==> src/hw/tls_pkg.sv <==
/*
 Shared constants, states and frame helpers for the supervisor link.
 Assumes one 100 MHz clock on both ends.
*/
package tls_pkg;
   localparam int TEMP_W = 16;
   localparam int CNT_W = 34;
   localparam int BAUD_W = 16;
   localparam int FRAME_BITS = 26;
   localparam int CMD_W = 8;
   localparam longint CLK_HZ = 100_000_000;
   localparam longint POLL_S = 60;
   localparam longint PERSIST_S = 20;
   localparam longint TRIP_HOLD_S = 6;
   localparam longint LIM_PERSIST_S = 60;
   localparam longint REPLY_TO_MS = 100;
   localparam longint POLL_CYC = POLL_S * CLK_HZ;
   localparam longint PERSIST_CYC = PERSIST_S * CLK_HZ;
   localparam longint TRIP_HOLD_CYC = TRIP_HOLD_S * CLK_HZ;
   localparam longint LIM_PERSIST_CYC = LIM_PERSIST_S * CLK_HZ;
   localparam longint REPLY_TO_CYC = (REPLY_TO_MS * CLK_HZ) / 1000;
   localparam logic [BAUD_W-1:0] BAUD_DIV = 16'h0364;
   localparam logic [CNT_W-1:0] CNT_ONE = 34'h000000001;
   localparam logic [CNT_W-1:0] CNT_ZERO = 34'h000000000;
   localparam logic [BAUD_W-1:0] BAUD_ONE = 16'h0001;
   localparam logic [4:0] BITS_LAST = 5'h19;
   localparam logic [4:0] BITS_ALL = 5'h1a;
   localparam logic [4:0] BITS_ONE = 5'h01;
   localparam logic [FRAME_BITS-1:0] FRAME_IDLE = 26'h3ffffff;
   // Link commands
   localparam logic [CMD_W-1:0] CMD_UTL = 8'h01;
   localparam logic [CMD_W-1:0] CMD_LTL = 8'h02;
   localparam logic [CMD_W-1:0] CMD_QUERY = 8'h03;
   localparam logic [CMD_W-1:0] CMD_ACK = 8'h81;
   // Values after reset, and the pole imbalance limit
   localparam logic [TEMP_W-1:0] UTL_RST = 16'h009b;
   localparam logic [TEMP_W-1:0] LTL_RST = 16'hff9c;
   localparam logic [TEMP_W-1:0] SETPOINT_RST = 16'h0019;
   localparam logic [15:0] GF_LIMIT_MA = 16'h07d0;

   typedef enum logic [1:0] {TLS_LK_IDLE, TLS_LK_WAIT} tls_link_state_t;

   // Frame on the wire, LSB first: start 0, command, data, stop 1
   function automatic logic [FRAME_BITS-1:0] make_frame(input logic [CMD_W-1:0] cmd,
                                                         input logic [TEMP_W-1:0] data);
      make_frame = {1'b1, data, cmd, 1'b0};
   endfunction

   function automatic logic [CMD_W-1:0] frame_cmd(input logic [FRAME_BITS-1:0] f);
      frame_cmd = f[8:1];
   endfunction

   function automatic logic [TEMP_W-1:0] frame_data(input logic [FRAME_BITS-1:0] f);
      frame_data = f[24:9];
   endfunction
endpackage

==> src/hw/tls_link_if.sv <==
/*
 Link between the main controller end and the limit and breaker end.
 Assumes both ends share the clock; the testbench connects the two modports.
*/
`timescale 1ns/10ps
interface tls_link_if;
   logic ctl_txd;
   logic lim_txd;
   logic ctl_trip_req;

   modport ctl
   (
      output ctl_txd,
      output ctl_trip_req,
      input lim_txd
   );

   modport lim
   (
      input ctl_txd,
      input ctl_trip_req,
      output lim_txd
   );
endinterface

==> src/hw/tls_ctl_end.sv <==
/*
 Main controller end: limit forwarding, module polling, enable gating and trip timer.
 Assumes the far end answers every query with one acknowledge frame.
*/
// Function
// - Forward every written limit over serial link
// - Query limit module about once per minute
// - Missing reply raises missing module message
// - Upper limit write resends both limits
// - Setpoint accepted without any limit check
// - Out of limits drops heat or cool
// - Still out 20 s later: trip request
// - Breaker opens after 6 s continuous request
// - Tripped breaker stays open until manual reset
// - Limit module trips after 60 s out
// - Thermostat over temperature is a trip source
// - DC supply failure is a trip source
// - Pole imbalance above 2 A trips breaker
`timescale 1ns/10ps
module tls_ctl_end #(
   parameter logic [tls_pkg::CNT_W-1:0] POLL_CYC = tls_pkg::CNT_W'(tls_pkg::POLL_CYC),
   parameter logic [tls_pkg::CNT_W-1:0] PERSIST_CYC = tls_pkg::CNT_W'(tls_pkg::PERSIST_CYC),
   parameter logic [tls_pkg::CNT_W-1:0] REPLY_TO_CYC = tls_pkg::CNT_W'(tls_pkg::REPLY_TO_CYC),
   parameter logic [tls_pkg::BAUD_W-1:0] BAUD_DIV = tls_pkg::BAUD_DIV
)
(
   input wire logic clock,
   input wire logic reset,
   tls_link_if.ctl link,
   input wire logic limit_wr_upper,
   input wire logic limit_wr_lower,
   input wire logic [tls_pkg::TEMP_W-1:0] limit_value,
   input wire logic setpoint_wr,
   input wire logic [tls_pkg::TEMP_W-1:0] setpoint_value,
   input wire logic [tls_pkg::TEMP_W-1:0] chamber_temp,
   input wire logic heat_request,
   input wire logic cool_request,
   output logic heat_enable,
   output logic cool_enable,
   output logic [tls_pkg::TEMP_W-1:0] upper_temp_limit,
   output logic [tls_pkg::TEMP_W-1:0] lower_temp_limit,
   output logic [tls_pkg::TEMP_W-1:0] setpoint,
   output logic missing_limit_module_message,
   output logic trip_request,
   output logic reply_temp_valid,
   output logic [tls_pkg::TEMP_W-1:0] reply_temp
);
   tls_pkg::tls_link_state_t state;
   logic pend_upper, pend_lower, pend_query, tx_start, tx_busy, rx_busy, rx_valid;
   logic ack_seen, over_upper, under_lower, out_of_limits;
   logic [tls_pkg::CNT_W-1:0] poll_cnt, wait_cnt, persist_cnt;
   logic [tls_pkg::CMD_W-1:0] tx_cmd;
   logic [tls_pkg::TEMP_W-1:0] tx_data;
   logic [tls_pkg::FRAME_BITS-1:0] tx_sr, rx_sr;
   logic [4:0] tx_bits, rx_bits;
   logic [tls_pkg::BAUD_W-1:0] tx_baud, rx_baud;
   assign over_upper = $signed(chamber_temp) > $signed(upper_temp_limit);
   assign under_lower = $signed(chamber_temp) < $signed(lower_temp_limit);
   assign out_of_limits = over_upper || under_lower;
   assign ack_seen = rx_valid && (tls_pkg::frame_cmd(rx_sr) == tls_pkg::CMD_ACK);
   assign link.ctl_txd = tx_sr[0];
   assign link.ctl_trip_req = trip_request;
   always_ff @(posedge clock or posedge reset)
   begin
      if (reset)
      begin
         upper_temp_limit <= tls_pkg::UTL_RST;
         lower_temp_limit <= tls_pkg::LTL_RST;
         setpoint <= tls_pkg::SETPOINT_RST;
      end
      else
      begin
         if (limit_wr_upper)
            upper_temp_limit <= limit_value;
         if (limit_wr_lower)
            lower_temp_limit <= limit_value;
         if (setpoint_wr)
            setpoint <= setpoint_value;
      end
   end
   always_comb
   begin
      tx_start = 1'b0;
      tx_cmd = tls_pkg::CMD_QUERY;
      tx_data = tls_pkg::UTL_RST;
      if (state == tls_pkg::TLS_LK_IDLE && !tx_busy)
      begin
         if (pend_upper)
         begin
            tx_start = 1'b1;
            tx_cmd = tls_pkg::CMD_UTL;
            tx_data = upper_temp_limit;
         end
         else if (pend_lower)
         begin
            tx_start = 1'b1;
            tx_cmd = tls_pkg::CMD_LTL;
            tx_data = lower_temp_limit;
         end
         else if (pend_query)
            tx_start = 1'b1;
      end
   end
   // Both pending at reset so the limit module is synchronised at power up
   always_ff @(posedge clock or posedge reset)
   begin
      if (reset)
      begin
         pend_upper <= 1'b1;
         pend_lower <= 1'b1;
      end
      else
      begin
         if (limit_wr_upper)
            pend_upper <= 1'b1;
         else if (tx_start && tx_cmd == tls_pkg::CMD_UTL)
            pend_upper <= 1'b0;
         if (limit_wr_lower || limit_wr_upper)
            pend_lower <= 1'b1;
         else if (tx_start && tx_cmd == tls_pkg::CMD_LTL)
            pend_lower <= 1'b0;
      end
   end
   always_ff @(posedge clock or posedge reset)
   begin
      if (reset)
      begin
         poll_cnt <= tls_pkg::CNT_ZERO;
         pend_query <= 1'b0;
      end
      else
      begin
         poll_cnt <= (poll_cnt == POLL_CYC - tls_pkg::CNT_ONE) ? tls_pkg::CNT_ZERO : poll_cnt + tls_pkg::CNT_ONE;
         if (poll_cnt == POLL_CYC - tls_pkg::CNT_ONE)
            pend_query <= 1'b1;
         else if (tx_start && tx_cmd == tls_pkg::CMD_QUERY)
            pend_query <= 1'b0;
      end
   end
   always_ff @(posedge clock or posedge reset)
   begin
      if (reset)
      begin
         state <= tls_pkg::TLS_LK_IDLE;
         wait_cnt <= tls_pkg::CNT_ZERO;
         missing_limit_module_message <= 1'b0;
         reply_temp_valid <= 1'b0;
         reply_temp <= tls_pkg::UTL_RST;
      end
      else
      begin
         reply_temp_valid <= 1'b0;
         wait_cnt <= tls_pkg::CNT_ZERO;
         case (state)
            tls_pkg::TLS_LK_IDLE:
               if (tx_start && tx_cmd == tls_pkg::CMD_QUERY)
                  state <= tls_pkg::TLS_LK_WAIT;
            tls_pkg::TLS_LK_WAIT:
            begin
               wait_cnt <= wait_cnt + tls_pkg::CNT_ONE;
               if (ack_seen || wait_cnt == REPLY_TO_CYC - tls_pkg::CNT_ONE)
                  state <= tls_pkg::TLS_LK_IDLE;
               if (ack_seen)
               begin
                  missing_limit_module_message <= 1'b0;
                  reply_temp_valid <= 1'b1;
                  reply_temp <= tls_pkg::frame_data(rx_sr);
               end
               else if (wait_cnt == REPLY_TO_CYC - tls_pkg::CNT_ONE)
                  missing_limit_module_message <= 1'b1;
            end
            default: state <= tls_pkg::TLS_LK_IDLE;
         endcase
      end
   end
   always_ff @(posedge clock or posedge reset)
   begin
      if (reset)
      begin
         tx_sr <= tls_pkg::FRAME_IDLE;
         tx_bits <= 5'h00;
         tx_baud <= 16'h0000;
         tx_busy <= 1'b0;
      end
      else if (tx_start)
      begin
         tx_sr <= tls_pkg::make_frame(tx_cmd, tx_data);
         tx_bits <= tls_pkg::BITS_ALL;
         tx_baud <= BAUD_DIV - tls_pkg::BAUD_ONE;
         tx_busy <= 1'b1;
      end
      else if (tx_busy)
      begin
         if (tx_baud == 16'h0000)
         begin
            tx_sr <= {1'b1, tx_sr[tls_pkg::FRAME_BITS-1:1]};
            tx_bits <= tx_bits - tls_pkg::BITS_ONE;
            tx_baud <= BAUD_DIV - tls_pkg::BAUD_ONE;
            tx_busy <= tx_bits != tls_pkg::BITS_ONE;
         end
         else
            tx_baud <= tx_baud - tls_pkg::BAUD_ONE;
      end
   end
   always_ff @(posedge clock or posedge reset)
   begin
      if (reset)
      begin
         rx_busy <= 1'b0;
         rx_sr <= tls_pkg::FRAME_IDLE;
         rx_bits <= 5'h00;
         rx_baud <= 16'h0000;
         rx_valid <= 1'b0;
      end
      else
      begin
         rx_valid <= 1'b0;
         if (!rx_busy)
         begin
            rx_busy <= !link.lim_txd;
            rx_bits <= 5'h00;
            rx_baud <= BAUD_DIV >> 1;
         end
         else if (rx_baud == 16'h0000)
         begin
            rx_sr <= {link.lim_txd, rx_sr[tls_pkg::FRAME_BITS-1:1]};
            rx_baud <= BAUD_DIV - tls_pkg::BAUD_ONE;
            rx_bits <= rx_bits + tls_pkg::BITS_ONE;
            // A frame with a bad start or stop bit is dropped
            rx_busy <= rx_bits != tls_pkg::BITS_LAST;
            rx_valid <= (rx_bits == tls_pkg::BITS_LAST) && link.lim_txd && !rx_sr[1];
         end
         else
            rx_baud <= rx_baud - tls_pkg::BAUD_ONE;
      end
   end
   always_ff @(posedge clock or posedge reset)
   begin
      if (reset)
      begin
         heat_enable <= 1'b0;
         cool_enable <= 1'b0;
      end
      else
      begin
         heat_enable <= heat_request && !over_upper;
         cool_enable <= cool_request && !under_lower;
      end
   end
   // Persistence timer saturates so the request holds while the excursion lasts
   always_ff @(posedge clock or posedge reset)
   begin
      if (reset)
      begin
         persist_cnt <= tls_pkg::CNT_ZERO;
         trip_request <= 1'b0;
      end
      else
      begin
         if (!out_of_limits)
            persist_cnt <= tls_pkg::CNT_ZERO;
         else if (persist_cnt != PERSIST_CYC - tls_pkg::CNT_ONE)
            persist_cnt <= persist_cnt + tls_pkg::CNT_ONE;
         trip_request <= out_of_limits && (persist_cnt == PERSIST_CYC - tls_pkg::CNT_ONE);
      end
   end
endmodule // tls_ctl_end

==> src/flat_wrapper.sv <==
// flat-port wrapper written by rule: the top's interface ports become plain ports
module tls_ctl_end_flat 
#(
   parameter logic [tls_pkg::CNT_W-1:0] POLL_CYC = tls_pkg::CNT_W'(tls_pkg::POLL_CYC),
   parameter logic [tls_pkg::CNT_W-1:0] PERSIST_CYC = tls_pkg::CNT_W'(tls_pkg::PERSIST_CYC),
   parameter logic [tls_pkg::CNT_W-1:0] REPLY_TO_CYC = tls_pkg::CNT_W'(tls_pkg::REPLY_TO_CYC),
   parameter logic [tls_pkg::BAUD_W-1:0] BAUD_DIV = tls_pkg::BAUD_DIV
)
  (clock, reset, limit_wr_upper, limit_wr_lower, limit_value, setpoint_wr, setpoint_value, chamber_temp, heat_request, cool_request, heat_enable, cool_enable, upper_temp_limit, lower_temp_limit, setpoint, missing_limit_module_message, trip_request, reply_temp_valid, reply_temp, link_ctl_txd, link_ctl_trip_req, link_lim_txd);
  tls_link_if link_i ();
  input wire logic clock;
  input wire logic reset;
  input wire logic limit_wr_upper;
  input wire logic limit_wr_lower;
  input wire logic [tls_pkg::TEMP_W-1:0] limit_value;
  input wire logic setpoint_wr;
  input wire logic [tls_pkg::TEMP_W-1:0] setpoint_value;
  input wire logic [tls_pkg::TEMP_W-1:0] chamber_temp;
  input wire logic heat_request;
  input wire logic cool_request;
  output logic heat_enable;
  output logic cool_enable;
  output logic [tls_pkg::TEMP_W-1:0] upper_temp_limit;
  output logic [tls_pkg::TEMP_W-1:0] lower_temp_limit;
  output logic [tls_pkg::TEMP_W-1:0] setpoint;
  output logic missing_limit_module_message;
  output logic trip_request;
  output logic reply_temp_valid;
  output logic [tls_pkg::TEMP_W-1:0] reply_temp;
  output wire logic [$bits(link_i.ctl_txd)-1:0] link_ctl_txd;
  output wire logic [$bits(link_i.ctl_trip_req)-1:0] link_ctl_trip_req;
  input wire logic [$bits(link_i.lim_txd)-1:0] link_lim_txd;
  assign link_ctl_txd = link_i.ctl_txd;
  assign link_ctl_trip_req = link_i.ctl_trip_req;
  assign link_i.lim_txd = link_lim_txd;
  tls_ctl_end #(.POLL_CYC(POLL_CYC), .PERSIST_CYC(PERSIST_CYC), .REPLY_TO_CYC(REPLY_TO_CYC), .BAUD_DIV(BAUD_DIV)) u_core (.clock(clock), .reset(reset), .link(link_i), .limit_wr_upper(limit_wr_upper), .limit_wr_lower(limit_wr_lower), .limit_value(limit_value), .setpoint_wr(setpoint_wr), .setpoint_value(setpoint_value), .chamber_temp(chamber_temp), .heat_request(heat_request), .cool_request(cool_request), .heat_enable(heat_enable), .cool_enable(cool_enable), .upper_temp_limit(upper_temp_limit), .lower_temp_limit(lower_temp_limit), .setpoint(setpoint), .missing_limit_module_message(missing_limit_module_message), .trip_request(trip_request), .reply_temp_valid(reply_temp_valid), .reply_temp(reply_temp));
endmodule
==> config.mk <==
export PLATFORM = sky130hd
export DESIGN_NAME = tls_ctl_end_flat
export DESIGN_NICKNAME = d
export VERILOG_FILES = /design/src/hw/tls_pkg.sv /design/src/hw/tls_link_if.sv /design/src/hw/tls_ctl_end.sv /design/src/flat_wrapper.sv
export SDC_FILE = /design/constraint.sdc
export NUM_CORES = 1
export LEC_CHECK = 0
export BUFFER_PORTS_ARGS = -buffer_cell sky130_fd_sc_hd__buf_2
export CAP_MARGIN = 5
export CORE_ASPECT_RATIO = 0.9
export CORE_UTILIZATION = 55
export CTS_CLUSTER_SIZE = 28
export DETAILED_ROUTE_END_ITERATION = 8
export HOLD_SLACK_MARGIN = 0.05
export PLACE_DENSITY = 0.76
export SYNTH_ARGS = -nofsm -noshare
export SYNTH_HDL_FRONTEND = slang
export SYNTH_SLANG_ARGS = --single-unit
==> constraint.sdc <==
create_clock -name clock -period 9.2 [get_ports clock]
set_input_delay 0.46 -clock clock [delete_from_list [all_inputs] [get_ports clock]]
set_output_delay 0.46 -clock clock [all_outputs]
set_load 0.03 [all_outputs]
# ---- Word-level counts from Yosys, hierarchy flattened
# Cells that the tools add are included.
dict set report classes {
  reduce_logical 32
  magnitude_cmp 2
  addsub 7
  muxes 47
  eq_ne 16
}
# cell count
set op_table {}
lappend op_table {{$mux W34} 4}
lappend op_table {{$mux W16} 8}
lappend op_table {{$add A34 B1 Y34 const B} 3}
lappend op_table {{$mux W26} 3}
lappend op_table {{$eq A34 B24 Y1 const B} 1}
lappend op_table {{$eq A34 B31 Y1 const B} 1}
lappend op_table {{$eq A34 B33 Y1 const B} 1}
lappend op_table {{$ne A34 B31 Y1 const B} 1}
lappend op_table {{$logic_not A16 Y1} 2}
lappend op_table {{$sub A16 B1 Y16 const B} 2}
lappend op_table {{$mux W5} 5}
lappend op_table {{$mux W1} 22}
lappend op_table {{$eq A8 B2 Y1 const B} 2}
lappend op_table {{$gt A16 B16 Y1} 1}
lappend op_table {{$lt A16 B16 Y1} 1}
lappend op_table {{$mux W8} 2}
lappend op_table {{$reduce_bool A2 Y1} 6}
lappend op_table {{$logic_and A1 B1 Y1} 10}
lappend op_table {{$reduce_and A2 Y1} 5}
lappend op_table {{$eq A8 B1 Y1 const B} 1}
lappend op_table {{$eq A8 B8 Y1 const B} 1}
lappend op_table {{$ne A2 B2 Y1 const B} 3}
lappend op_table {{$add A5 B1 Y5 const B} 1}
lappend op_table {{$eq A5 B5 Y1 const B} 1}
lappend op_table {{10 further kinds} 17}
dict set report totals {
  output_inout_bits 71
  reg_bits 273
  word_cells 129
  inputBits 56
}

# ---- Depth between registers and ports, before layout
# Gate-level depths: netlist of run 1.
dict set report depth {
  word_depth 7
  ltp_mapped 9
  depth_no_buf 8
}

# ---- Worst setup path after synthesis of run 1
# No wires, ideal clock.
dict set report synth_path {
  kind {flip-flop to flip-flop}
  start {reg u_core.lower_temp_limit[7] (netlist bit)}
  end {reg u_core.persist_cnt[0] (netlist bit)}
  synth_period_minus_slack_ps 2705
  setup_slack_ps 6495
  required_time_ps 9122
  arrival_ps 2627
  path_buffers 1
  stages_incl_launch_ff 10
  cell_sequence {dfstp_2 inv_1 ha_1 nand3_1 or3_1 or4_1 nand4_1 mux2_2 buf_1 a21oi_1}
}
dict set report synth_between {
  elab_chain_len 3
  elab_cells_between_ends 4
}
# item line
set synth_lines {}
lappend synth_lines {{from (decl)} tls_ctl_end.sv:41} ;# output logic [tls_pkg::TEMP_W-1:0] lower_temp_limit,
lappend synth_lines {{from (signal assigned)} tls_ctl_end.sv:68} ;# lower_temp_limit <= tls_pkg::LTL_RST;
lappend synth_lines {{from (signal assigned)} tls_ctl_end.sv:76} ;# lower_temp_limit <= limit_value;
lappend synth_lines {{$lt A16 B16 Y1 *} tls_ctl_end.sv:58} ;# assign under_lower = $signed(chamber_temp) < $signed(lower_temp_limit);
lappend synth_lines {{$logic_or A1 B1 Y1 *} tls_ctl_end.sv:59} ;# assign out_of_limits = over_upper || under_lower;
lappend synth_lines {{$ne A2 B2 Y1 (no line) / $mux W34 (equally long branches)} n/a}
lappend synth_lines {{to (signal assigned)} tls_ctl_end.sv:255} ;# persist_cnt <= tls_pkg::CNT_ZERO;
lappend synth_lines {{to (signal assigned)} tls_ctl_end.sv:261} ;# persist_cnt <= tls_pkg::CNT_ZERO;
lappend synth_lines {{to (signal assigned)} tls_ctl_end.sv:263} ;# persist_cnt <= persist_cnt + tls_pkg::CNT_ONE;
lappend synth_lines {{to (decl)} tls_ctl_end.sv:51} ;# logic [tls_pkg::CNT_W-1:0] poll_cnt, wait_cnt, persist_cnt;
# Mark *: on every way between the ends. The rest lies on a longest branch, timed or not.
# A chain may end at the register's enable or synchronous reset.

# ---- Worst setup path in the final report of run 1
dict set report layout_path {
  start {reg u_core.state[0]}
  end {reg u_core.tx_sr[5] (netlist bit)}
}
dict set report layout_between {
  elab_chain_len 5
  elab_cells_between_ends 8
}
# item line
set layout_lines {}
lappend layout_lines {{from (decl)} tls_ctl_end.sv:48} ;# tls_pkg::tls_link_state_t state;
lappend layout_lines {{from (signal assigned)} tls_ctl_end.sv:144} ;# state <= tls_pkg::TLS_LK_IDLE;
lappend layout_lines {{from (signal assigned)} tls_ctl_end.sv:157} ;# state <= tls_pkg::TLS_LK_WAIT;
lappend layout_lines {{from (signal assigned)} tls_ctl_end.sv:162} ;# state <= tls_pkg::TLS_LK_IDLE;
lappend layout_lines {{$logic_not A2 Y1 *} tls_ctl_end.sv:86} ;# if (state == tls_pkg::TLS_LK_IDLE && !tx_busy)
lappend layout_lines {{$logic_and A1 B1 Y1 *} tls_ctl_end.sv:86}
lappend layout_lines {{$mux W1} tls_ctl_end.sv:86}
lappend layout_lines {{$reduce_bool A2 Y1 (no line)} n/a}
lappend layout_lines {{$reduce_and A2 Y1 (no line)} n/a}
lappend layout_lines {{to (signal assigned)} tls_ctl_end.sv:180} ;# tx_sr <= tls_pkg::FRAME_IDLE;
lappend layout_lines {{to (signal assigned)} tls_ctl_end.sv:187} ;# tx_sr <= tls_pkg::make_frame(tx_cmd, tx_data);
lappend layout_lines {{to (signal assigned)} tls_ctl_end.sv:196} ;# tx_sr <= {1'b1, tx_sr[tls_pkg::FRAME_BITS-1:1]};
lappend layout_lines {{to (decl)} tls_ctl_end.sv:54} ;# logic [tls_pkg::FRAME_BITS-1:0] tx_sr, rx_sr;
# Marked as above.

==> impl_metrics.env, run 1 <==
export IMPL_status="completed"
export IMPL_drc=0
export IMPL_cts_resized=0
export IMPL_cap_violations=0
export IMPL_pre_cts_slack_ns=6.13
export IMPL_overflow=0
export IMPL_antenna_left=0
export IMPL_powerDensity_nw_per_um2=189
export IMPL_via_per_inst=5.61
export IMPL_rsz0062_at_grt="no"
export IMPL_ir_worst_vdd_mv=0.173
export IMPL_hold_class="primary input to async pin"
export IMPL_grt_pass1_wl_mm=46.2
export IMPL_grt_max_degree=132
export IMPL_setup_viol=0
export IMPL_cp_slowest_cell="a21oi_1"
export IMPL_drtIter0Drc=736
export IMPL_fillers=1803
export IMPL_drive_above_1_share=0.250
export IMPL_cp_required_ns=9.68
export IMPL_cp_data_arrival_time_ns=3.61
export IMPL_max_stage_delay_ns=1.07
export IMPL_hold_viol=0
export IMPL_p_leak_nw=6.62
export IMPL_fmax_ghz=0.319
export IMPL_crit_chain="clkinv_1, a21oi_1, nor2_2, o221a_2"
export IMPL_totalPowerFinal_mw=2.81
export IMPL_finalWirelength_mm=27.9
export IMPL_first_pass_iters=5
export IMPL_place_hpwl_mm=19.0
export IMPL_antenna_found_initial=4
export IMPL_endpoint_kind="register"
export IMPL_worst_pin_slew_ns=1.08
export IMPL_crit_fanout=35
export IMPL_worstRegToRegCells=4
export IMPL_synth_distinct_cells=65
export IMPL_h_tree_depth=1
export IMPL_die_x_um=164
export IMPL_setup_tns_ns=0
export IMPL_cts_tree="done"
export IMPL_die_area_um2=24200
export IMPL_rrSetupSlack_ns=6.07
export IMPL_clkSinkCount=270
export IMPL_cts_made_buffers=29
export IMPL_async_flop_share=1.00
export IMPL_synth_edff_count=0
export IMPL_nets=1441
export IMPL_port_buffers=126
export IMPL_area_growth_syn_to_layout_pct=14.6
export IMPL_stdcell_count=1667
export IMPL_r2r_start="u_core.state[0]"
export IMPL_syn_inst=1225
export IMPL_synth_area_um2=13000
export IMPL_setup_ws_ns=6.07
export IMPL_rr_endpoint="u_core.tx_sr[5]"
export IMPL_max_slew_margin=0.276
export IMPL_cts_root_buf="clkbuf_16"
export IMPL_post_drt_wl_per_cell_um=16.8
export IMPL_gp_congestion=0.954
export IMPL_syn_nets=1323
export IMPL_cts_max_path_buffers=3
export IMPL_period_share=0.341
export IMPL_yosys_warnings=0
export IMPL_cts_setup_buffers=0
export IMPL_path_class="register to register"
export IMPL_finalMaxSlewViolations=0
export IMPL_placedCellCount=1609
export IMPL_timing_final_crit_period_ns=3.13
export IMPL_clock_skew_ns=0.0124
export IMPL_avgSynthCellArea_um2=10.6
export IMPL_synth_seq_area_share=0.528
export IMPL_yosys_register_bits=270
export IMPL_start_kind="register"
export IMPL_rows=52
export IMPL_ys_flop_type="dfrtp_1"
export IMPL_vias=9353
export IMPL_cts_hold_buffers=0
export IMPL_clk_latency_ns=0.55
export IMPL_clk_pin_slew_ns=0.06
export IMPL_grt_pass1_vias=9097
export IMPL_io_pins=127
export IMPL_start_util=0.568
export IMPL_critPathLaunch="u_core.state[0]"
export IMPL_coreArea_um2=22800
export IMPL_die_y_um=148
export IMPL_groute_usage_overall=0.237
state kept, by name, summed over array words and instances (netlist names), 5 cells and up:
name	count
u_core.lower_temp_limit	16
u_core.persist_cnt	34
u_core.poll_cnt	34
u_core.reply_temp	16
u_core.rx_baud	16
u_core.rx_bits	5
u_core.rx_sr	25
u_core.setpoint	16
u_core.tx_baud	16
u_core.tx_bits	5
u_core.tx_sr	25
u_core.upper_temp_limit	16
u_core.wait_cnt	34
power by group:
group          switching [mW]  leakage (nW)  total, mW  internal (mW)
Clock                   0.488         0.482       1.22          0.732
Combinational           0.182          2.80      0.280         0.0976
Sequential             0.0499          3.34       1.31           1.26
Total                   0.720          6.62       2.81           2.09
per-layer routing:
layer,share of wire,track usage
met1,0.46,0.346
met3,0.052,0.0370
met5,0.0010,0
met4,0.025,0.0644
met2,0.46,0.368
layout by cell type (no fill, tap or decap), drive strengths merged, types with 34 or more instances in the layout:
| cell | count |
|---|---|
| nand2 | 117 |
| ha | 42 |
| dfstp | 77 |
| buf | 132 |
| inv | 55 |
| xnor2 | 60 |
| nand3 | 50 |
| xor2 | 56 |
| a21oi | 52 |
| o21ai | 68 |
| clkbuf | 39 |
| nand4 | 34 |
| mux2 | 60 |
| dfrtp | 193 |
| nor2 | 120 |
cell usage after synthesis (18+ instances only):
cell type / instances / area share
nand2_1: 116 / 0.034
nor4_1: 18 / 0.0087
xnor2_1: 60 / 0.041
ha_1: 42 / 0.041
clkbuf_1: 33 / 0.0096
dfrtp_1: 193 / 0.37
a21oi_1: 52 / 0.020
nor2_1: 118 / 0.034
mux2_4: 19 / 0.022
nor3_1: 20 / 0.0077
xor2_1: 56 / 0.038
o21ai_0: 67 / 0.026
nand4_1: 34 / 0.016
dfstp_2: 77 / 0.16
inv_1: 53 / 0.015
mux2_2: 41 / 0.036
nand3_1: 50 / 0.019
worst max-delay path by stage:
stage                     cells after the start  slack, ns                 end
after floorplan                               1       1.43  u_core.cool_enable
after global placement                        4       6.25    u_core.tx_sr[11]
after detailed placement                      4       6.13     u_core.tx_sr[5]
after CTS                                     4       6.12     u_core.tx_sr[5]
after global routing                          4       5.80     u_core.tx_sr[6]
final                                         4       6.07     u_core.tx_sr[5]
area by class of cell:
type / count / area, um2 / share of cell area
Sequential cell: 270 / 6850 / 0.461
Multi-Input combinational cell: 856 / 5720 / 0.385
Clock buffer: 39 / 803 / 0.0541
Timing Repair Buffer: 132 / 676 / 0.0455
Tap cell: 297 / 372 / 0.0250
Clock inverter: 15 / 213 / 0.0143
Inverter: 54 / 210 / 0.0141
Antenna cell: 4 / 10.0 / 0.000674
cell families after synthesis:
| logic type | after synthesis | share of synthesized area |
|---|---|---|
| AND/OR/NAND/NOR | 456 | 0.177 |
| XOR/XNOR | 116 | 0.0783 |
| buffers and inverters | 99 | 0.0308 |
| AO/OA/AOI/OAI | 180 | 0.0853 |
| multiplexers | 62 | 0.0591 |
| flip-flops | 270 | 0.528 |
| adder cells (fa/ha/maj) | 42 | 0.0405 |
worst max-delay path, delay by kind of cell (launching register included):
kind	cells	cell delay, ns
AO/OA/AOI/OAI	2	1.44
buffers and inverters	1	0.82
flip-flops	1	0.45
AND/OR/NAND/NOR	1	0.34
per-stage QoR:
step	cell area (um2)	utilization	hold slack [ns]
CTS	14800	0.650	0.0926
floorplan	13000	-	0.443
global route	14800	0.650	0.110
finish	14900	0.651	0.0950
global placement	13800	0.606	0.460
detailed placement	13800	0.606	0.467
(Power assumes the default switching activity.)
==> inputs of run 2 (changes only) <==
--- a/config.mk
+++ b/config.mk
@@ -5,6 +5,7 @@
 export SDC_FILE = /design/constraint.sdc
 export NUM_CORES = 1
 export LEC_CHECK = 0
+export ABC_AREA = 1
 export BUFFER_PORTS_ARGS = -buffer_cell sky130_fd_sc_hd__buf_2
 export CAP_MARGIN = 5
 export CORE_ASPECT_RATIO = 0.9
==> constraint.sdc (replaced) <==
create_clock -name clock -period 3.1 [get_ports clock]
set_input_delay 0.155 -clock clock [delete_from_list [all_inputs] [get_ports clock]]
set_output_delay 0.155 -clock clock [all_outputs]
set_load 0.03 [all_outputs]
==> run 2 against run 1 <==
Compared with the run above: sequential cell count stayed put; clock power grew to 2.7 times the previous value; fmax is 23% higher; die area is 8.2% higher; highest routed layer is now met4.
==> impl_metrics.env, run 2 <==
export IMPL_status="completed"
export IMPL_area_growth_syn_to_layout_pct=16.2
export IMPL_timing_final_crit_period_ns=2.56
export IMPL_yosys_register_bits=270
export IMPL_ys_flop_type="dfrtp_1"
export IMPL_design_area_um2=16300
export IMPL_totalPowerFinal_mw=8.13
export IMPL_coreArea_um2=25100
export IMPL_start_kind="register"
export IMPL_grt_pass1_wl_mm=55.5
export IMPL_antenna_found_initial=0
export IMPL_start_util=0.559
export IMPL_die_y_um=154
export IMPL_drc=0
export IMPL_finalWirelength_mm=32.7
export IMPL_intPower_mw=5.99
export IMPL_grt_pass1_vias=11300
export IMPL_vias=11700
export IMPL_cp_data_arrival_time_ns=3.02
export IMPL_synthTopCellsByArea="dfrtp_1 34%, dfstp_2 14%, nand2_1 9.4%"
export IMPL_port_buffers=126
export IMPL_path_class="register to register"
export IMPL_antenna_cells=0
export IMPL_cp_required_ns=3.56
export IMPL_powerDensity_nw_per_um2=498
export IMPL_post_synth_top_count_cell="nand2_1"
export IMPL_synth_adder_area_share=0.0374
export IMPL_postPlaceCellArea_um2=15100
export IMPL_worst_pin_slew_ns=0.895
export IMPL_yosysTopAreaCell="dfrtp_1"
export IMPL_cts_hold_buffers=36
export IMPL_synth_seq_area_share=0.488
export IMPL_power_net_switching_mw=2.14
export IMPL_synth_mux_area_frac=0.0296
export IMPL_period_share=0.825
export IMPL_groute_usage_overall=0.257
export IMPL_clk_latency_ns=0.54
export IMPL_post_drt_wl_per_cell_um=14.9
export IMPL_avgSynthCellArea_um2=8.52
export IMPL_synth_top_family_by_area="simple AND/OR/NAND/NOR gates"
export IMPL_rsz0062_at_grt="no"
export IMPL_synth_top_area_frac=0.344
export IMPL_grt_max_degree=80
export IMPL_combPwrFrac=0.118
export IMPL_drive_above_1_share=0.184
export IMPL_hold_viol=0
export IMPL_cts_max_path_buffers=3
export IMPL_fmax_ghz=0.391
export IMPL_p_seq_frac=0.477
export IMPL_synth_common_cells="351 x nand2_1, 215 x nor2_1, 193 x dfrtp_1, 183 x inv_1, 84 x o21ai_0"
export IMPL_cts_tree="done"
export IMPL_p_leak_nw=7.46
export IMPL_cts_setup_buffers=0
export IMPL_hold_class="primary input to register"
export IMPL_synth_xor_xnor_area_share=0.0486
export IMPL_cts_resized=0
export IMPL_final_cell_mix="351 x nand2_1, 215 x nor2_1, 193 x dfrtp_1"
export IMPL_yosys_area_share_simple=0.259
export IMPL_nets=1921
export IMPL_synth_edff_count=0
export IMPL_finalMaxSlewViolations=0
export IMPL_stdcell_count=2188
export IMPL_drtIter0Drc=1127
export IMPL_first_pass_iters=5
export IMPL_clk_pin_slew_ns=0.06
export IMPL_h_tree_depth=1
export IMPL_place_hpwl_mm=23.0
export IMPL_switching_share=0.263
export IMPL_setup_tns_ns=0
export IMPL_synth_compound_area_share=0.0728
export IMPL_endpoint_kind="register"
export IMPL_overflow=0
export IMPL_clkSinkCount=270
export IMPL_min_from="limit_wr_lower"
export IMPL_ir_worst_vdd_mv=0.374
export IMPL_synth_area_um2=14000
export IMPL_yosys_warnings=0
export IMPL_cts_made_buffers=29
export IMPL_syn_inst=1649
export IMPL_antenna_left=0
export IMPL_cap_violations=0
export IMPL_final_common_cell="nand2_1"
export IMPL_r2r_start="u_core.pend_query"
export IMPL_synth_distinct_cells=50
export IMPL_gp_congestion=0.972
export IMPL_max_slew_margin=0.402
export IMPL_power_frac_clock=0.405
export IMPL_cts_root_buf="clkbuf_16"
export IMPL_setup_viol=0
export IMPL_die_x_um=170
export IMPL_critPathLaunch="u_core.pend_query"
export IMPL_async_flop_share=1.00
export IMPL_clock_skew_ns=0.0137
export IMPL_placedCellCount=2098
export IMPL_via_per_inst=5.36
export IMPL_timing_hold_ws_ns=0.0710
export IMPL_rows=55
export IMPL_top_regs="u_core.persist_cnt (34), u_core.poll_cnt (34), u_core.wait_cnt (34)"
export IMPL_die_area_um2=26200
export IMPL_syn_nets=1747
export IMPL_io_pins=127
export IMPL_crit_fanout=35
## run 2: cell types whose count changed after synthesis, sizes merged, moves of 22 or more
cell	before	now
inv	53	191
mux2	60	36
nand2	117	354
nand3	50	78
nor2	120	230
nor3	21	65
o21ai	68	90
xnor2	60	19
## run 2: cell type report
class	instances	area (um2)
fillers	2068	8800
flip-flops and latches	270	6850
multi-input cells	1154	6280
repair buffers	176	1130
clock buffers	46	830
inverters	192	727
well taps	342	428
clock inverters	8	68.8
## run 2: per-stage QoR
step	setup WS, ns	util
final	0.542	0.650
after global routing	0.297	0.650
after CTS	0.530	0.650
after detailed placement	0.544	0.600
after global placement	0.577	0.600
after floorplan	-0.560	-
## run 2: cells by family after synthesis
kind of cell             Yosys count
XOR/XNOR                          78
multiplexers                      37
flip-flops                       270
buffers and inverters            225
AND/OR/NAND/NOR                  815
adder cells (fa/ha/maj)           42
AO/OA/AOI/OAI                    182
## run 2: per-layer routing
metal | share of wire | up-vias | global-route usage
li1 | - | 5752 | -
met1 | 0.47 | 5571 | 0.374
met2 | 0.46 | 356 | 0.407
met3 | 0.052 | 53 | 0.0342
met4 | 0.020 | 0 | 0.0622
met5 | 0 | - | 0
## run 2: critical path: stages, from the launching register on
cell      delay [ns]
dfrtp_1         0.39
o31ai_2         0.70
inv_2           0.11
o21ai_4         0.70
inv_4           0.31
o211ai_1        0.17
o21ai_1         0.10
## run 2: power groups by stage
stage | Sequential (mW) | Combinational [mW] | Clock [mW]
final | 3.87 | 0.962 | 3.29
after global routing | 3.89 | 1.07 | 3.51
after CTS | 3.87 | 0.958 | 3.36
after detailed placement | 3.92 | 0.923 | 0
after global placement | 3.92 | 0.888 | 0
after floorplan | 4.02 | 0.546 | 0
## run 2: final timing paths
path                                                to  slack (ns)  depth (start not counted)
setup / recovery                      u_core.tx_sr[12]        0.54                          6
hold / removal             u_core.lower_temp_limit[13]        0.07                          3
setup reg to reg                      u_core.tx_sr[12]        0.54                          6
hold reg to reg                      u_core.rx_baud[0]        0.46                          1
max in group asynchronous              u_core.tx_sr[8]        1.82                          4
min in group asynchronous       u_core.persist_cnt[25]        0.35                          3
==> inputs of run 3 (changes only) <==
--- a/config.mk
+++ b/config.mk
@@ -9,11 +9,11 @@
 export BUFFER_PORTS_ARGS = -buffer_cell sky130_fd_sc_hd__buf_2
 export CAP_MARGIN = 5
 export CORE_ASPECT_RATIO = 0.9
-export CORE_UTILIZATION = 55
+export CORE_UTILIZATION = 54
 export CTS_CLUSTER_SIZE = 28
 export DETAILED_ROUTE_END_ITERATION = 8
 export HOLD_SLACK_MARGIN = 0.05
-export PLACE_DENSITY = 0.76
+export PLACE_DENSITY = 0.77
 export SYNTH_ARGS = -nofsm -noshare
 export SYNTH_HDL_FRONTEND = slang
 export SYNTH_SLANG_ARGS = --single-unit
==> constraint.sdc (replaced) <==
create_clock -name clock -period 2.3 [get_ports clock]
set_input_delay 0.115 -clock clock [delete_from_list [all_inputs] [get_ports clock]]
set_output_delay 0.115 -clock clock [all_outputs]
set_load 0.03 [all_outputs]
==> run 3 against run 2 <==
Compared with the run above: combinational power rose by 54%; final area rose by 2.3%; clock-buffer cell count fell by 1; fmax rose by 13%; die area rose by 1.8%; sequential share of layout area fell by 0.96 points; largest power group unchanged; highest routed layer unchanged.
==> impl_metrics.env, run 3 (synthesis gave the netlist of run 2 again) <==
export IMPL_h_tree_depth=1
export IMPL_stdcell_count=2206
export IMPL_drc=0
export IMPL_crit_fanout=5
export IMPL_r2r_start="u_core.lower_temp_limit[3]"
export IMPL_post_drt_wl_per_cell_um=15.8
export IMPL_worstRegToRegCells=14
export IMPL_clkSinkCount=270
export IMPL_grt_pass1_vias=11900
export IMPL_drtIter0Drc=1074
export IMPL_p_leak_nw=7.61
export IMPL_rrSetupSlack_ns=0.03
export IMPL_path_class="register to register"
export IMPL_port_buffers=126
export IMPL_clk_latency_ns=0.55
export IMPL_via_per_inst=5.45
export IMPL_io_pins=127
export IMPL_top_regs="u_core.persist_cnt (34), u_core.poll_cnt (34), u_core.wait_cnt (34)"
export IMPL_endpoint="u_core.persist_cnt[33]"
export IMPL_grt_pass1_wl_mm=57.6
export IMPL_max_stage_delay_ns=0.54
export IMPL_coreArea_um2=25300
export IMPL_start_kind="register"
export IMPL_endpoint_kind="register"
export IMPL_cts_root_buf="clkbuf_16"
export IMPL_clock_skew_ns=0.0158
export IMPL_die_x_um=172
export IMPL_vias=12000
export IMPL_rows=55
export IMPL_timing_final_crit_period_ns=2.27
export IMPL_cts_max_path_buffers=3
export IMPL_hold_class="primary input to register"
export IMPL_setup_viol=0
export IMPL_powerDensity_nw_per_um2=687
export IMPL_antenna_cells=0
export IMPL_cap_violations=0
export IMPL_die_y_um=155
export IMPL_cts_tree="done"
export IMPL_grt_max_degree=80
export IMPL_area_growth_syn_to_layout_pct=18.9
export IMPL_hold_viol=0
export IMPL_antenna_found_initial=0
export IMPL_max_slew_margin=0.610
export IMPL_placedCellCount=2105
export IMPL_totalPowerFinal_mw=11.5
export IMPL_critPathLaunch="u_core.lower_temp_limit[3]"
export IMPL_ir_worst_vdd_mv=0.558
export IMPL_design_area_um2=16700
export IMPL_fmax_ghz=0.440
export IMPL_cts_made_buffers=29
export IMPL_overflow=0
export IMPL_finalMaxSlewViolations=0
export IMPL_start_util=0.555
export IMPL_gp_congestion=0.958
export IMPL_finalWirelength_mm=34.8
export IMPL_clk_pin_slew_ns=0.07
export IMPL_die_area_um2=26700
export IMPL_final_common_cell="nand2_1"
export IMPL_groute_usage_overall=0.264
export IMPL_cp_slowest_cell="dfstp_2"
export IMPL_crit_chain="inv_1, ha_1, a21oi_1, nand2_1, nand2_1, nand2_1, nand2_1, nand2_1, nand2_1, nand2_2, nor2_4, buf_12, clkbuf_16, nor2_1"
export IMPL_fin_util=0.660
export IMPL_postPlaceCellArea_um2=15100
export IMPL_place_hpwl_mm=23.7
export IMPL_antenna_left=0
export IMPL_cp_required_ns=2.73
export IMPL_nets=1939
export IMPL_rr_endpoint="u_core.persist_cnt[33]"
export IMPL_first_pass_iters=7
export IMPL_period_share=0.987
export IMPL_cp_data_arrival_time_ns=2.70
export IMPL_worst_pin_slew_ns=0.585
export IMPL_status="completed"
export IMPL_path_common_cell="nand2_1"
export IMPL_final_cell_mix="349 x nand2_1, 210 x nor2_1, 193 x dfrtp_1"
export IMPL_drive_above_1_share=0.202
export IMPL_rsz0062_at_grt="yes"
run 3: cell count changes in the layout (fill, tap and decap cells not counted), moves of 3 or more:
cell	change
nor2_1	-5
clkbuf_1	-7
ha_1	-3
clkbuf_8	+6
nor2_2	+4
buf_4	+8
dlygate4sd3_1	+3
ha_4	+3
run 3: repair_timing:
| item | CTS | global route |
|---|---|---|
| hold endpoints to repair | 246 | 0 |
| gates resized for setup | 0 | 20 |
| endpoints found under the setup margin | 0 | 35 |
| hold buffers | 39 | 0 |
| setup buffers | 0 | 3 |
run 3: per-stage QoR:
stage          setup slack [ns]  setup TNS (ns)  hold WS [ns]
3_5_place_dp              0.128               0         0.132
6_report                 0.0290               0        0.0942
2_1_floorplan             -1.32         -284.80         0.190
3_3_place_gp              0.185               0         0.129
4_1_cts                   0.103               0        0.0566
5_1_grt                 -0.0446          -0.905        0.0936
run 3: area by class of cell:
class                      instances  area (um2)
timing repair buffer             194        1350
inverter                         192         727
sequential                       270        6850
tap                              342         428
clock inverter                     9         104
multi-input combinational       1154        6350
clock buffer                      45         886
fill                            2105        8620
run 3: metal layers:
layer  up-vias  share of wire  GRT usage
li1       5784              -          -
met1      5786           0.46      0.372
met2       376           0.47      0.430
met3        66          0.048     0.0331
met4         0          0.024     0.0708
met5         -              0          0
run 3: report_power, final:
group | internal (mW) | switching (mW)
clock network | 2.86 | 1.92
registers | 5.02 | 0.189
logic | 0.569 | 0.909
total | 8.46 | 3.01
run 3: how the worst min path moves through the flow:
stage / endpoint / cells past startpoint / start / slack [ns]
floorplan: u_core.lower_temp_limit[15] / 1 / limit_wr_lower / 0.19
global placement: u_core.tx_baud[11] / 2 / reset / 0.13
detailed placement: u_core.tx_baud[11] / 2 / reset / 0.13
CTS: u_core.setpoint[6] / 2 / setpoint_wr / 0.06
global route: u_core.setpoint[13] / 2 / setpoint_wr / 0.09
finish: u_core.setpoint[6] / 2 / setpoint_wr / 0.09
run 3: worst max-delay path, delay by kind of cell (launching register included):
| family | cells | cell delay (ns) |
|---|---|---|
| compound gates | 1 | 0.19 |
| fa+ha+maj | 1 | 0.29 |
| buf+inv | 3 | 0.34 |
| flops | 1 | 0.54 |
| simple gates | 9 | 0.77 |
